`config.mk`:
```
export PLATFORM = sky130hd
export DESIGN_NAME = acr_top
export DESIGN_NICKNAME = d
export VERILOG_FILES = /design/src/acr_top.v /design/src/acr_seq.v
export VERILOG_INCLUDE_DIRS = /design/src
export SDC_FILE = /design/constraint.sdc
export NUM_CORES = 1
export LEC_CHECK = 0
export BUFFER_PORTS_ARGS = -buffer_cell sky130_fd_sc_hd__buf_2
export CORE_MARGIN = 3
export CORE_UTILIZATION = 56
export DETAILED_ROUTE_END_ITERATION = 10
export PLACE_DENSITY = 0.88
export SLEW_MARGIN = 30
export SYNTH_ARGS = -nofsm -noshare
export SYNTH_HDL_FRONTEND = slang
export SYNTH_SLANG_ARGS = --single-unit
```
`constraint.sdc`:
```
create_clock -name aclk -period 4.3 [get_ports aclk]
set_input_delay 0 -clock aclk [delete_from_list [all_inputs] [get_ports aclk]]
set_output_delay 0 -clock aclk [all_outputs]
set_load 0.02 [all_outputs]
```
`src/acr_map.vh`:
```
// Register map, field positions and timing counts of the converter control block
`ifndef ACR_MAP_VH
`define ACR_MAP_VH
// Byte addresses on the register bus (index plus 0x0f70)
`define ACR_IDX_CTRL 12'h0f70
`define ACR_IDX_HIGH 12'h0f72
`define ACR_IDX_LOW 12'h0f73
`define ACR_IDX_STAT 12'h0f74
`define ACR_IDX_CLR 12'h0f75
`define ACR_IDX_IEN 12'h0f76
// Control fields
`define ACR_CTRL_GO 7
`define ACR_CTRL_VREF 5
`define ACR_CTRL_REPEAT 4
`define ACR_CTRL_CHAN_HI 3
`define ACR_CTRL_CHAN_LO 0
`define ACR_CHAN_LAST 4'h0b
// Status fields
`define ACR_ST_DONE 0
`define ACR_ST_BADCH 1
// Reset values
`define ACR_RST_CTRL 8'h00
`define ACR_RST_IEN 2'h0
// Timing counts in system clock cycles
`define ACR_CYC_SINGLE 5129
`define ACR_CYC_REPEAT 256
`define ACR_CYC_IDLE 160
`define ACR_CYC_POWERUP 40
// Converter clock divides system clock by this
`define ACR_DIV 4
`endif

```
`src/acr_top.v`:
```
// Converter control and result registers behind an AXI4-Lite slave
//
// The AXI4-Lite interface to the registers is this design's own decision.
`include "acr_map.vh"
// Behaviour
// - Single mode converts once, result after 5129 system cycles.
// - Repeat mode refreshes the result every 256 system cycles.
// - Channel codes 0 to 11 select inputs 0 to 11; 11xx reserved.
// - High register holds result bits 9 to 2 in bits 7 to 0.
// - High register content invalid during a single conversion.
// - High register is read-only.
// - Reading high register captures the matching two low bits.
// - Low register bits 7:6 return low bits of last high read.
// - In repeat mode high register keeps last result until replaced.
// - Result registers are undefined after reset, not initialised.
// - Low register bits 5 to 0 are reserved, value undefined.
// - Low register is read-only.
// - Full result is high byte then low register bits 7:6.
// - Writing go bit 1 starts or restarts; 0 no effect; clears on done.
// - In repeat mode go bit clears at first completion, stays clear.
// - Every completed conversion sets the done status; interrupt request only while its enable bit is set.
// - Power down after 160 idle cycles; 40 cycles to power up.
module acr_top #(
  parameter SINGLE_CYC = `ACR_CYC_SINGLE,
  parameter REPEAT_CYC = `ACR_CYC_REPEAT,
  parameter RES_W = 10
) (
  input wire aclk,
  input wire aresetn,
  input wire [11:0] s_axi_awaddr,
  input wire s_axi_awvalid,
  output reg s_axi_awready,
  input wire [31:0] s_axi_wdata,
  input wire [3:0] s_axi_wstrb,
  input wire s_axi_wvalid,
  output reg s_axi_wready,
  output reg [1:0] s_axi_bresp,
  output reg s_axi_bvalid,
  input wire s_axi_bready,
  input wire [11:0] s_axi_araddr,
  input wire s_axi_arvalid,
  output reg s_axi_arready,
  output reg [31:0] s_axi_rdata,
  output reg [1:0] s_axi_rresp,
  output reg s_axi_rvalid,
  input wire s_axi_rready,
  input wire [RES_W-1:0] modulator_result,
  output reg [3:0] channel_select_ff,
  output reg vref_disable_ff,
  output reg converter_power_ff,
  output reg converter_clk_en_ff,
  output reg irq_ff
);
  localparam RESP_OK = 2'h0;
  localparam RESP_ERR = 2'h2;
  reg [7:0] ctrl_ff;
  reg [RES_W-1:0] result_ff;
  reg [1:0] low_latch_ff;
  reg [1:0] status_ff;
  reg [1:0] ien_ff;
  reg [11:0] awaddr_ff;
  reg aw_held_ff;
  reg [31:0] wdata_ff;
  reg [3:0] wstrb_ff;
  reg w_held_ff;
  reg [1:0] nxt_status;
  reg [7:0] nxt_ctrl;
  wire seq_done;
  wire seq_first;
  wire seq_busy;
  wire seq_powered;
  wire [1:0] seq_phase;
  wire wr_fire;
  wire rd_fire;
  wire ctrl_wr;
  wire clr_wr;
  wire go_wr;

  function known_addr;
    input [11:0] a;
    begin
      known_addr = (a == `ACR_IDX_CTRL) || (a == `ACR_IDX_HIGH) || (a == `ACR_IDX_LOW) ||
                   (a == `ACR_IDX_STAT) || (a == `ACR_IDX_CLR) || (a == `ACR_IDX_IEN);
    end
  endfunction

  assign wr_fire = aw_held_ff && w_held_ff && !s_axi_bvalid;
  assign rd_fire = s_axi_arvalid && s_axi_arready;
  assign ctrl_wr = wr_fire && (awaddr_ff == `ACR_IDX_CTRL) && wstrb_ff[0];
  assign clr_wr = wr_fire && (awaddr_ff == `ACR_IDX_CLR) && wstrb_ff[0];
  assign go_wr = ctrl_wr && wdata_ff[`ACR_CTRL_GO];

  acr_seq #(
    .SINGLE_CYC(SINGLE_CYC),
    .REPEAT_CYC(REPEAT_CYC),
    .IDLE_CYC(`ACR_CYC_IDLE),
    .PWRUP_CYC(`ACR_CYC_POWERUP)
  ) u_seq (
    .aclk(aclk),
    .aresetn(aresetn),
    .start(go_wr),
    .repeat_mode(ctrl_ff[`ACR_CTRL_REPEAT]),
    .done(seq_done),
    .first_done(seq_first),
    .busy(seq_busy),
    .powered(seq_powered),
    .conv_phase(seq_phase)
  );

  // Write channels are taken independently and held until both are here
  always @(posedge aclk) begin
    if (!aresetn) begin
      aw_held_ff <= 1'b0;
      w_held_ff <= 1'b0;
      s_axi_awready <= 1'b0;
      s_axi_wready <= 1'b0;
      s_axi_bvalid <= 1'b0;
      s_axi_bresp <= RESP_OK;
      awaddr_ff <= 12'h000;
      wdata_ff <= 32'h0000_0000;
      wstrb_ff <= 4'h0;
    end else begin
      s_axi_awready <= !aw_held_ff && !s_axi_awready && !s_axi_bvalid;
      s_axi_wready <= !w_held_ff && !s_axi_wready && !s_axi_bvalid;
      if (s_axi_awvalid && s_axi_awready) begin
        aw_held_ff <= 1'b1;
        awaddr_ff <= {s_axi_awaddr[11:0]};
        s_axi_awready <= 1'b0;
      end
      if (s_axi_wvalid && s_axi_wready) begin
        w_held_ff <= 1'b1;
        wdata_ff <= s_axi_wdata;
        wstrb_ff <= s_axi_wstrb;
        s_axi_wready <= 1'b0;
      end
      if (wr_fire) begin
        aw_held_ff <= 1'b0;
        w_held_ff <= 1'b0;
        s_axi_bvalid <= 1'b1;
        s_axi_bresp <= known_addr(awaddr_ff) ? RESP_OK : RESP_ERR;
      end else if (s_axi_bvalid && s_axi_bready) begin
        s_axi_bvalid <= 1'b0;
      end
    end
  end

  // Go bit: hardware clear only on first completion, and a new go wins
  always @* begin
    nxt_ctrl = ctrl_ff;
    if (seq_first) begin
      nxt_ctrl[`ACR_CTRL_GO] = 1'b0;
    end
    if (ctrl_wr) begin
      nxt_ctrl[6:0] = {1'b0, wdata_ff[5:0]};
      if (wdata_ff[`ACR_CTRL_GO]) begin
        nxt_ctrl[`ACR_CTRL_GO] = 1'b1;
      end
    end
  end

  // Sticky events: set beats a clear in the same cycle
  always @* begin
    nxt_status = status_ff;
    if (clr_wr) begin
      nxt_status = status_ff & ~wdata_ff[1:0];
    end
    if (seq_done) begin
      nxt_status[`ACR_ST_DONE] = 1'b1;
    end
    if (go_wr && (wdata_ff[3:2] == 2'b11)) begin
      nxt_status[`ACR_ST_BADCH] = 1'b1;
    end
  end

  always @(posedge aclk) begin
    if (!aresetn) begin
      ctrl_ff <= `ACR_RST_CTRL;
      status_ff <= 2'h0;
      ien_ff <= `ACR_RST_IEN;
      irq_ff <= 1'b0;
      channel_select_ff <= 4'h0;
      vref_disable_ff <= 1'b0;
      converter_power_ff <= 1'b0;
      converter_clk_en_ff <= 1'b0;
    end else begin
      ctrl_ff <= nxt_ctrl;
      status_ff <= nxt_status;
      if (wr_fire && (awaddr_ff == `ACR_IDX_IEN) && wstrb_ff[0]) begin
        ien_ff <= wdata_ff[1:0];
      end
      irq_ff <= |(nxt_status & ien_ff);
      // Reserved codes leave the previous channel selected
      if (nxt_ctrl[3:0] <= `ACR_CHAN_LAST) begin
        channel_select_ff <= nxt_ctrl[3:0];
      end
      vref_disable_ff <= nxt_ctrl[`ACR_CTRL_VREF];
      converter_power_ff <= seq_powered || seq_busy;
      // No converter ticks until the power-up wait has run out
      converter_clk_en_ff <= seq_busy && seq_powered && (seq_phase == 2'h3);
    end
  end

  // Result storage has no reset; it is undefined until the first completion
  always @(posedge aclk) begin
    if (seq_done) begin
      result_ff <= modulator_result;
    end
    if (rd_fire && (s_axi_araddr == `ACR_IDX_HIGH)) begin
      low_latch_ff <= result_ff[1:0];
    end
  end

  // Read side; result registers have no write path at all
  always @(posedge aclk) begin
    if (!aresetn) begin
      s_axi_arready <= 1'b0;
      s_axi_rvalid <= 1'b0;
      s_axi_rdata <= 32'h0000_0000;
      s_axi_rresp <= RESP_OK;
    end else begin
      s_axi_arready <= !s_axi_arready && !s_axi_rvalid;
      if (rd_fire) begin
        s_axi_arready <= 1'b0;
        s_axi_rvalid <= 1'b1;
        s_axi_rresp <= known_addr(s_axi_araddr) ? RESP_OK : RESP_ERR;
        case (s_axi_araddr)
          `ACR_IDX_CTRL: s_axi_rdata <= {24'h00_0000, ctrl_ff};
          `ACR_IDX_HIGH: s_axi_rdata <= {24'h00_0000, result_ff[9:2]};
          // Reserved low bits read as zero
          `ACR_IDX_LOW: s_axi_rdata <= {24'h00_0000, low_latch_ff, 6'h00};
          `ACR_IDX_STAT: s_axi_rdata <= {30'h0000_0000, status_ff};
          `ACR_IDX_IEN: s_axi_rdata <= {30'h0000_0000, ien_ff};
          default: s_axi_rdata <= 32'h0000_0000;
        endcase
      end else if (s_axi_rvalid && s_axi_rready) begin
        s_axi_rvalid <= 1'b0;
      end
    end
  end
  // Writes to high/low addresses fall through decode untouched
endmodule

```
`src/acr_seq.v`:
```
// Conversion sequencer: power-up, single and repeat timing, idle power-down
module acr_seq #(
  parameter SINGLE_CYC = 5129,
  parameter REPEAT_CYC = 256,
  parameter IDLE_CYC = 160,
  parameter PWRUP_CYC = 40
) (
  input wire aclk,
  input wire aresetn,
  input wire start,
  input wire repeat_mode,
  output reg done,
  output reg first_done,
  output reg busy,
  output reg powered,
  output reg [1:0] conv_phase
);
  localparam S_IDLE = 2'd0;
  localparam S_PWRUP = 2'd1;
  localparam S_FIRST = 2'd2;
  localparam S_REPEAT = 2'd3;
  reg [1:0] state_ff;
  reg [12:0] cnt_ff;
  reg [7:0] idle_ff;
  always @(posedge aclk) begin
    if (!aresetn) begin
      state_ff <= S_IDLE;
      cnt_ff <= 13'h0000;
      idle_ff <= 8'h00;
      done <= 1'b0;
      first_done <= 1'b0;
      busy <= 1'b0;
      powered <= 1'b0;
      conv_phase <= 2'h0;
    end else begin
      done <= 1'b0;
      first_done <= 1'b0;
      conv_phase <= conv_phase + 2'h1;
      if (start) begin
        // Restart also covers a running conversion
        busy <= 1'b1;
        idle_ff <= 8'h00;
        cnt_ff <= 13'h0000;
        state_ff <= powered ? S_FIRST : S_PWRUP;
      end else begin
        case (state_ff)
          S_IDLE: begin
            busy <= 1'b0;
            if (powered) begin
              if (idle_ff == IDLE_CYC[7:0] - 8'h01) begin
                powered <= 1'b0;
              end else begin
                idle_ff <= idle_ff + 8'h01;
              end
            end
          end
          S_PWRUP: begin
            if (cnt_ff == PWRUP_CYC[12:0] - 13'h0001) begin
              powered <= 1'b1;
              cnt_ff <= 13'h0000;
              state_ff <= S_FIRST;
            end else begin
              cnt_ff <= cnt_ff + 13'h0001;
            end
          end
          S_FIRST: begin
            powered <= 1'b1;
            if (cnt_ff == SINGLE_CYC[12:0] - 13'h0001) begin
              done <= 1'b1;
              first_done <= 1'b1;
              cnt_ff <= 13'h0000;
              if (repeat_mode) begin
                state_ff <= S_REPEAT;
              end else begin
                state_ff <= S_IDLE;
                busy <= 1'b0;
                idle_ff <= 8'h00;
              end
            end else begin
              cnt_ff <= cnt_ff + 13'h0001;
            end
          end
          S_REPEAT: begin
            // Clearing repeat mode stops after the current period
            if (cnt_ff == REPEAT_CYC[12:0] - 13'h0001) begin
              done <= 1'b1;
              cnt_ff <= 13'h0000;
              if (!repeat_mode) begin
                state_ff <= S_IDLE;
                busy <= 1'b0;
                idle_ff <= 8'h00;
              end
            end else begin
              cnt_ff <= cnt_ff + 13'h0001;
            end
          end
          default: begin
            state_ff <= S_IDLE;
          end
        endcase
      end
    end
  end
endmodule

```
# --- Word level (Yosys, flattened, before mapping) ---
# Cells that the tools add are included.
classes:
  addsub: 3
  n_lt_le_gt_ge: 1
  eq_ne: 30
  muxes: 43
  n_bitwise: 6
  n_reduce_logical: 60
op_table:
  columns: ["cell", "count"]
  rows:
  - ["$eq 12x12->1 const B", 12]
  - ["$mux 8", 6]
  - ["$pmux 8 s5", 1]
  - ["$mux 13", 3]
  - ["$pmux 13 s3", 1]
  - ["$pmux 8 s3", 1]
  - ["$logic_and 1x1->1", 23]
  - ["$mux 2", 10]
  - ["$mux 1", 17]
  - ["$add 13x1->13 const B", 1]
  - ["$eq 13x13->1 const B", 1]
  - ["$eq 13x6->1 const B", 1]
  - ["$eq 13x8->1 const B", 1]
  - ["$reduce_or 2->1", 6]
  - ["$logic_or 1x1->1", 11]
  - ["$reduce_and 5->1", 2]
  - ["$ne 3x2->1 const B", 3]
  - ["$reduce_bool 3->1", 3]
  - ["$add 8x1->8 const B", 1]
  - ["$eq 2x2->1 const B", 4]
  - ["$eq 8x8->1 const B", 1]
  - ["$ne 2x1->1 const B", 4]
  - ["$reduce_bool 4->1", 2]
  - ["$logic_not 1->1", 7]
  - ["15 further kinds", 21]
word_totals:
  reg_bits: 124
  inputBits: 77
  out_inout_bits: 49
  wordCells: 175

# --- Longest topological paths before layout ---
logic_depth:
  depth_word: 9
  ltp_mapped: 8
  mapped_depth_nobuf: 7

# --- Hierarchy ---
# A second synthesis with hierarchy kept.
hier_totals:
  cells_unflattened: 488
  area_unflattened_um2: 4516.8
modules_own_cells:
  columns: ["module", "instances", "cells_per_inst", "area_each_um2"]
  rows:
  - ["acr_top", 1, 292, 2826.5]
  - ["acr_seq", 1, 196, 1690.4]

# --- Worst setup path after synthesis ---
# No wires, ideal clock.
synth_path:
  path_kind: "reg2reg"
  startpoint: "reg s_axi_bvalid"
  endpoint: "reg channel_select_ff[3]"
  setup_time_ns: 0.079
  arrival_time_ns: 2.148
  t_required_ns: 4.221
  slack_ns: 2.073
  path_stages_with_launch: 8
  n_path_buf: 2
  path_cell_list: "dfxtp_1 -> nand3b_1 -> or4_1 -> buf_2 -> nor4_4 -> buf_6 -> mux2_2 -> a211oi_2"
synth_between:
  elab_chain_len: 6
synth_rtl:
  columns: ["element", "line_no", "source"]
  rows:
  - ["start: declaration", "acr_top.v:38", "output reg s_axi_bvalid,"]
  - ["start signal: assignment", "acr_top.v:117", "s_axi_bvalid <= 1'b0;"]
  - ["start signal: assignment", "acr_top.v:139", "s_axi_bvalid <= 1'b1;"]
  - ["start signal: assignment", "acr_top.v:142", "s_axi_bvalid <= 1'b0;"]
  - ["$logic_not 1->1 *", "acr_top.v:87", "assign wr_fire = aw_held_ff && w_held_ff && !s_axi_bvalid;"]
  - ["$logic_and 1x1->1 *", "acr_top.v:87", null]
  - ["$logic_and 1x1->1 * (2 in series)", "acr_top.v:89", "assign ctrl_wr = wr_fire && (awaddr_ff == `ACR_IDX_CTRL) && wstrb_ff[0];"]
  - ["$mux 8 *", "acr_top.v:153", "if (ctrl_wr) begin"]
  - ["$le 4x4->1 (no source line)", null, null]
  - ["end signal: assignment", "acr_top.v:194", "channel_select_ff <= nxt_ctrl[3:0];"]
  - ["end: declaration", "acr_top.v:48", "output reg [3:0] channel_select_ff,"]
# Every way passes the cells marked *; elsewhere a longest branch is shown, timed or not.
# A chain may end at the register's enable or synchronous reset.

# --- Worst setup path in the final report ---
layout_path:
  startpoint: "reg s_axi_bvalid"
  endpoint: "reg channel_select_ff[0]"
# Same word-level chain as after synthesis.

==> impl_metrics.ini <==
[final_layout]
final_core_util_pct = 70.0
layout.cells.most_common = dfxtp_1
final_cell_mix = 84 x dfxtp_1, 71 x buf_2, 70 x nand2_1
area_growth_pct = 18.7
nets = 655
nFillCells = 522
antenna_cells = 0
drive_above_1_share_pct = 19.2

[route]
route.detailed.drc = 0
wl_met3_um = 597
routed_wl_um = 10500
wl_per_cell_um = 15.6
m1WireLength_um = 4230
dr_total_vias = 3763
detailedRoute.firstPassIterationCount = 4
postRouteAntennaNets = 0
drt_iter0_markers = 230
routed_via_density = 5.59
dr_wl_met2_um = 5540
top_layer = met4

[timing]
timing.slew.headroom_pct = 39.3
finalCritPeriodShare_pct = 62.3
setup_viol = 0
hold_viol = 0
rsz0062_at_grt = no
timing.final.crit_period_ns = 2.68
fin_tns_setup_ns = 0
slew_viol_final = 0
max_freq_mhz = 373
tightest_slew_ns = 0.903
skew_ns = 0.0111

[yosys]
ys_seq_area_share_pct = 46.5
ys_ff_latch = 96
synthDistinctLibCells = 71
avgSynthCellArea_um2 = 9.29
synth-edff-count = 12
syn_inst = 473
synth-async-reset-ratio_pct = 0
netlist_area_um2 = 4390
synth_warnings = 0
synthFlopType = dfxtp_1

[worst_setup_path]
cp-end-kind = flop
path_max_fanout = 11
cp_top_family = simple AND/OR/NAND/NOR gates
worst-path-buf-inv = 0
worstPathRequired_ns = 4.56
slowest_stage = or4_1
arrival_ns = 2.94
crit_chain = nand3b_1, or4_1, nor4_4, mux2_2, o2111a_1
critPathMaxStageDelay_ns = 0.70
worstSetupPathType = reg2reg
critPathLaunchType = flop

[cts]
htreeDepth = 3
cts.sinks = 96
cts_tree = done
cts_buffers = 9
clk-insertion-delay-late_ns = 0.37
clockRootBuffer = clkbuf_8
postCtsResizedCells = 0
clk_path_buf_depth = 2
cts_setup_buffers = 0
clkSlewWorstSetupHoldPaths_ns = 0.10
holdBufCountCts = 33

[grt]
grt_pass1_wl_um = 16800
gr-total-overflow = 0
grt_max_degree = 40
antenna_found_initial = 0
grt_usage_pct = 23.7
grt_pass1_vias = 3654

[floorplanning]
die-height_um = 94.6
dieWidth_um = 94.6
die_area_um2 = 8940
coreArea_um2 = 7450
row_count = 31
start_util_pct = 59.0
io_pins = 126

[pwr]
leakage_uw = 0.00203
p_per_area_nw_per_um2 = 319
vdd_drop_max_v = 0.000173

[flow_run]
drv_cap = 0

[placement]
io_buffers = 71
dpl.hpwl_um = 6990
gp_congestion = 0.815

[worst_hold_path]
min_path_type = in2reg

[status]
status = finished, final reports clean
-- routing by layer --
layer  track usage, %  vias to the layer above
li1                 -                     1810
met1             28.0                     1791
met2             42.7                      151
met3             4.46                       11
met4             8.29                        0
met5                0                        -
-- sequential cells by signal (all words and copies together), names as in the netlist, 4 cells and up --
signal and cells:
channel_select_ff 4, u_seq.cnt_ff 13, result_ff 10, ctrl_ff 7
s_axi_rdata 8, awaddr_ff 12, wdata_ff 7, u_seq.idle_ff 8
-- power by group --
group          internal (µW)  total (µW)  switching, µW
clock                    272         593            320
sequential               922         937           15.2
combinational           55.8         134           78.7
-- stage by stage --
step                setup slack, ns  std cells  instance area (µm²)  power, µW  hold slack (ns)
floorplan                      2.07        498                 4490       1040           0.0989
global placement               1.75        624                 4690       1060            0.179
global route                   1.50        673                 5220       1720           0.0653
finish                         1.62        673                 5220       1660           0.0589
CTS                            1.69        673                 5220       1660           0.0548
detailed placement             1.72        624                 4690       1070            0.178
-- worst min-delay path: stages --
cell and delay (ns):
buf_2 0.15, a31oi_1 0.16, nor3_1 0.06
-- final cells by class --
cell class                 instances  area, µm²  share of cell area, %
timing repair buffer             105        693                   13.3
clock buffer                      10        128                   2.45
multi-input combinational        345       2110                   40.5
inverter                          12       45.0                  0.864
sequential                        96       2040                   39.2
clock inverter                     6       68.8                   1.32
tap                               99        124                   2.38
-- path summary, 6_finish.rpt --
kind | start | endpoint | slack (ns) | cells past startpoint
worst max-delay path | s_axi_bvalid$_SDFFE_PN0P_ | channel_select_ff[0]$_SDFFE_PN0P_ | 1.62 | 5
worst min-delay path | s_axi_araddr[0] | s_axi_rresp[1]$_SDFFE_PN0P_ | 0.06 | 3
worst max register to register | s_axi_bvalid$_SDFFE_PN0P_ | channel_select_ff[0]$_SDFFE_PN0P_ | 1.62 | 5
worst min register to register | result_ff[0]$_DFFE_PP_ | low_latch_ff[0]$_DFFE_PP_ | 0.42 | 0
-- logic make-up (layout without fill, tap and decap cells) --
kind of cell | Yosys count | after routing | synth area share, %
flip-flops | 96 | 96 | 46.5
adder cells (fa/ha/maj) | 9 | 9 | 2.56
other | 1 | 26 | 0.0854
multiplexers | 13 | 13 | 3.62
AO/OA/AOI/OAI | 85 | 85 | 13.4
buffers and inverters | 57 | 133 | 7.52
XOR/XNOR | 12 | 12 | 2.39
AND/OR/NAND/NOR | 200 | 200 | 23.9
-- cells in the mapped netlist (all sizes together), types with 3 or more instances --
cell / count / area share [%]
ha: 9 / 2.6
nor2: 39 / 3.3
edfxtp: 12 / 8.2
nor3: 10 / 1.1
or4: 3 / 0.51
dfxtp: 84 / 38
nor4b: 3 / 0.60
clkbuf: 13 / 1.1
a22oi: 7 / 1.2
and2: 8 / 1.1
o211a: 3 / 0.68
nand4b: 5 / 1.0
a21oi: 35 / 4.1
nor4: 4 / 1.1
nand4: 7 / 1.1
nand3b: 6 / 1.0
o21ai: 9 / 1.0
and3: 5 / 0.77
nor2b: 3 / 0.43
mux2: 3 / 0.77
nand2: 70 / 6.0
a31oi: 4 / 0.57
o41ai: 4 / 1.2
xnor2: 6 / 1.2
or3b: 3 / 0.60
inv: 11 / 0.94
or3: 4 / 0.80
mux2i: 8 / 1.8
xor2: 6 / 1.2
nand2b: 8 / 1.1
nand3: 13 / 1.5
buf: 32 / 5.4
Note: power is estimated with default switching activity, not from simulation.
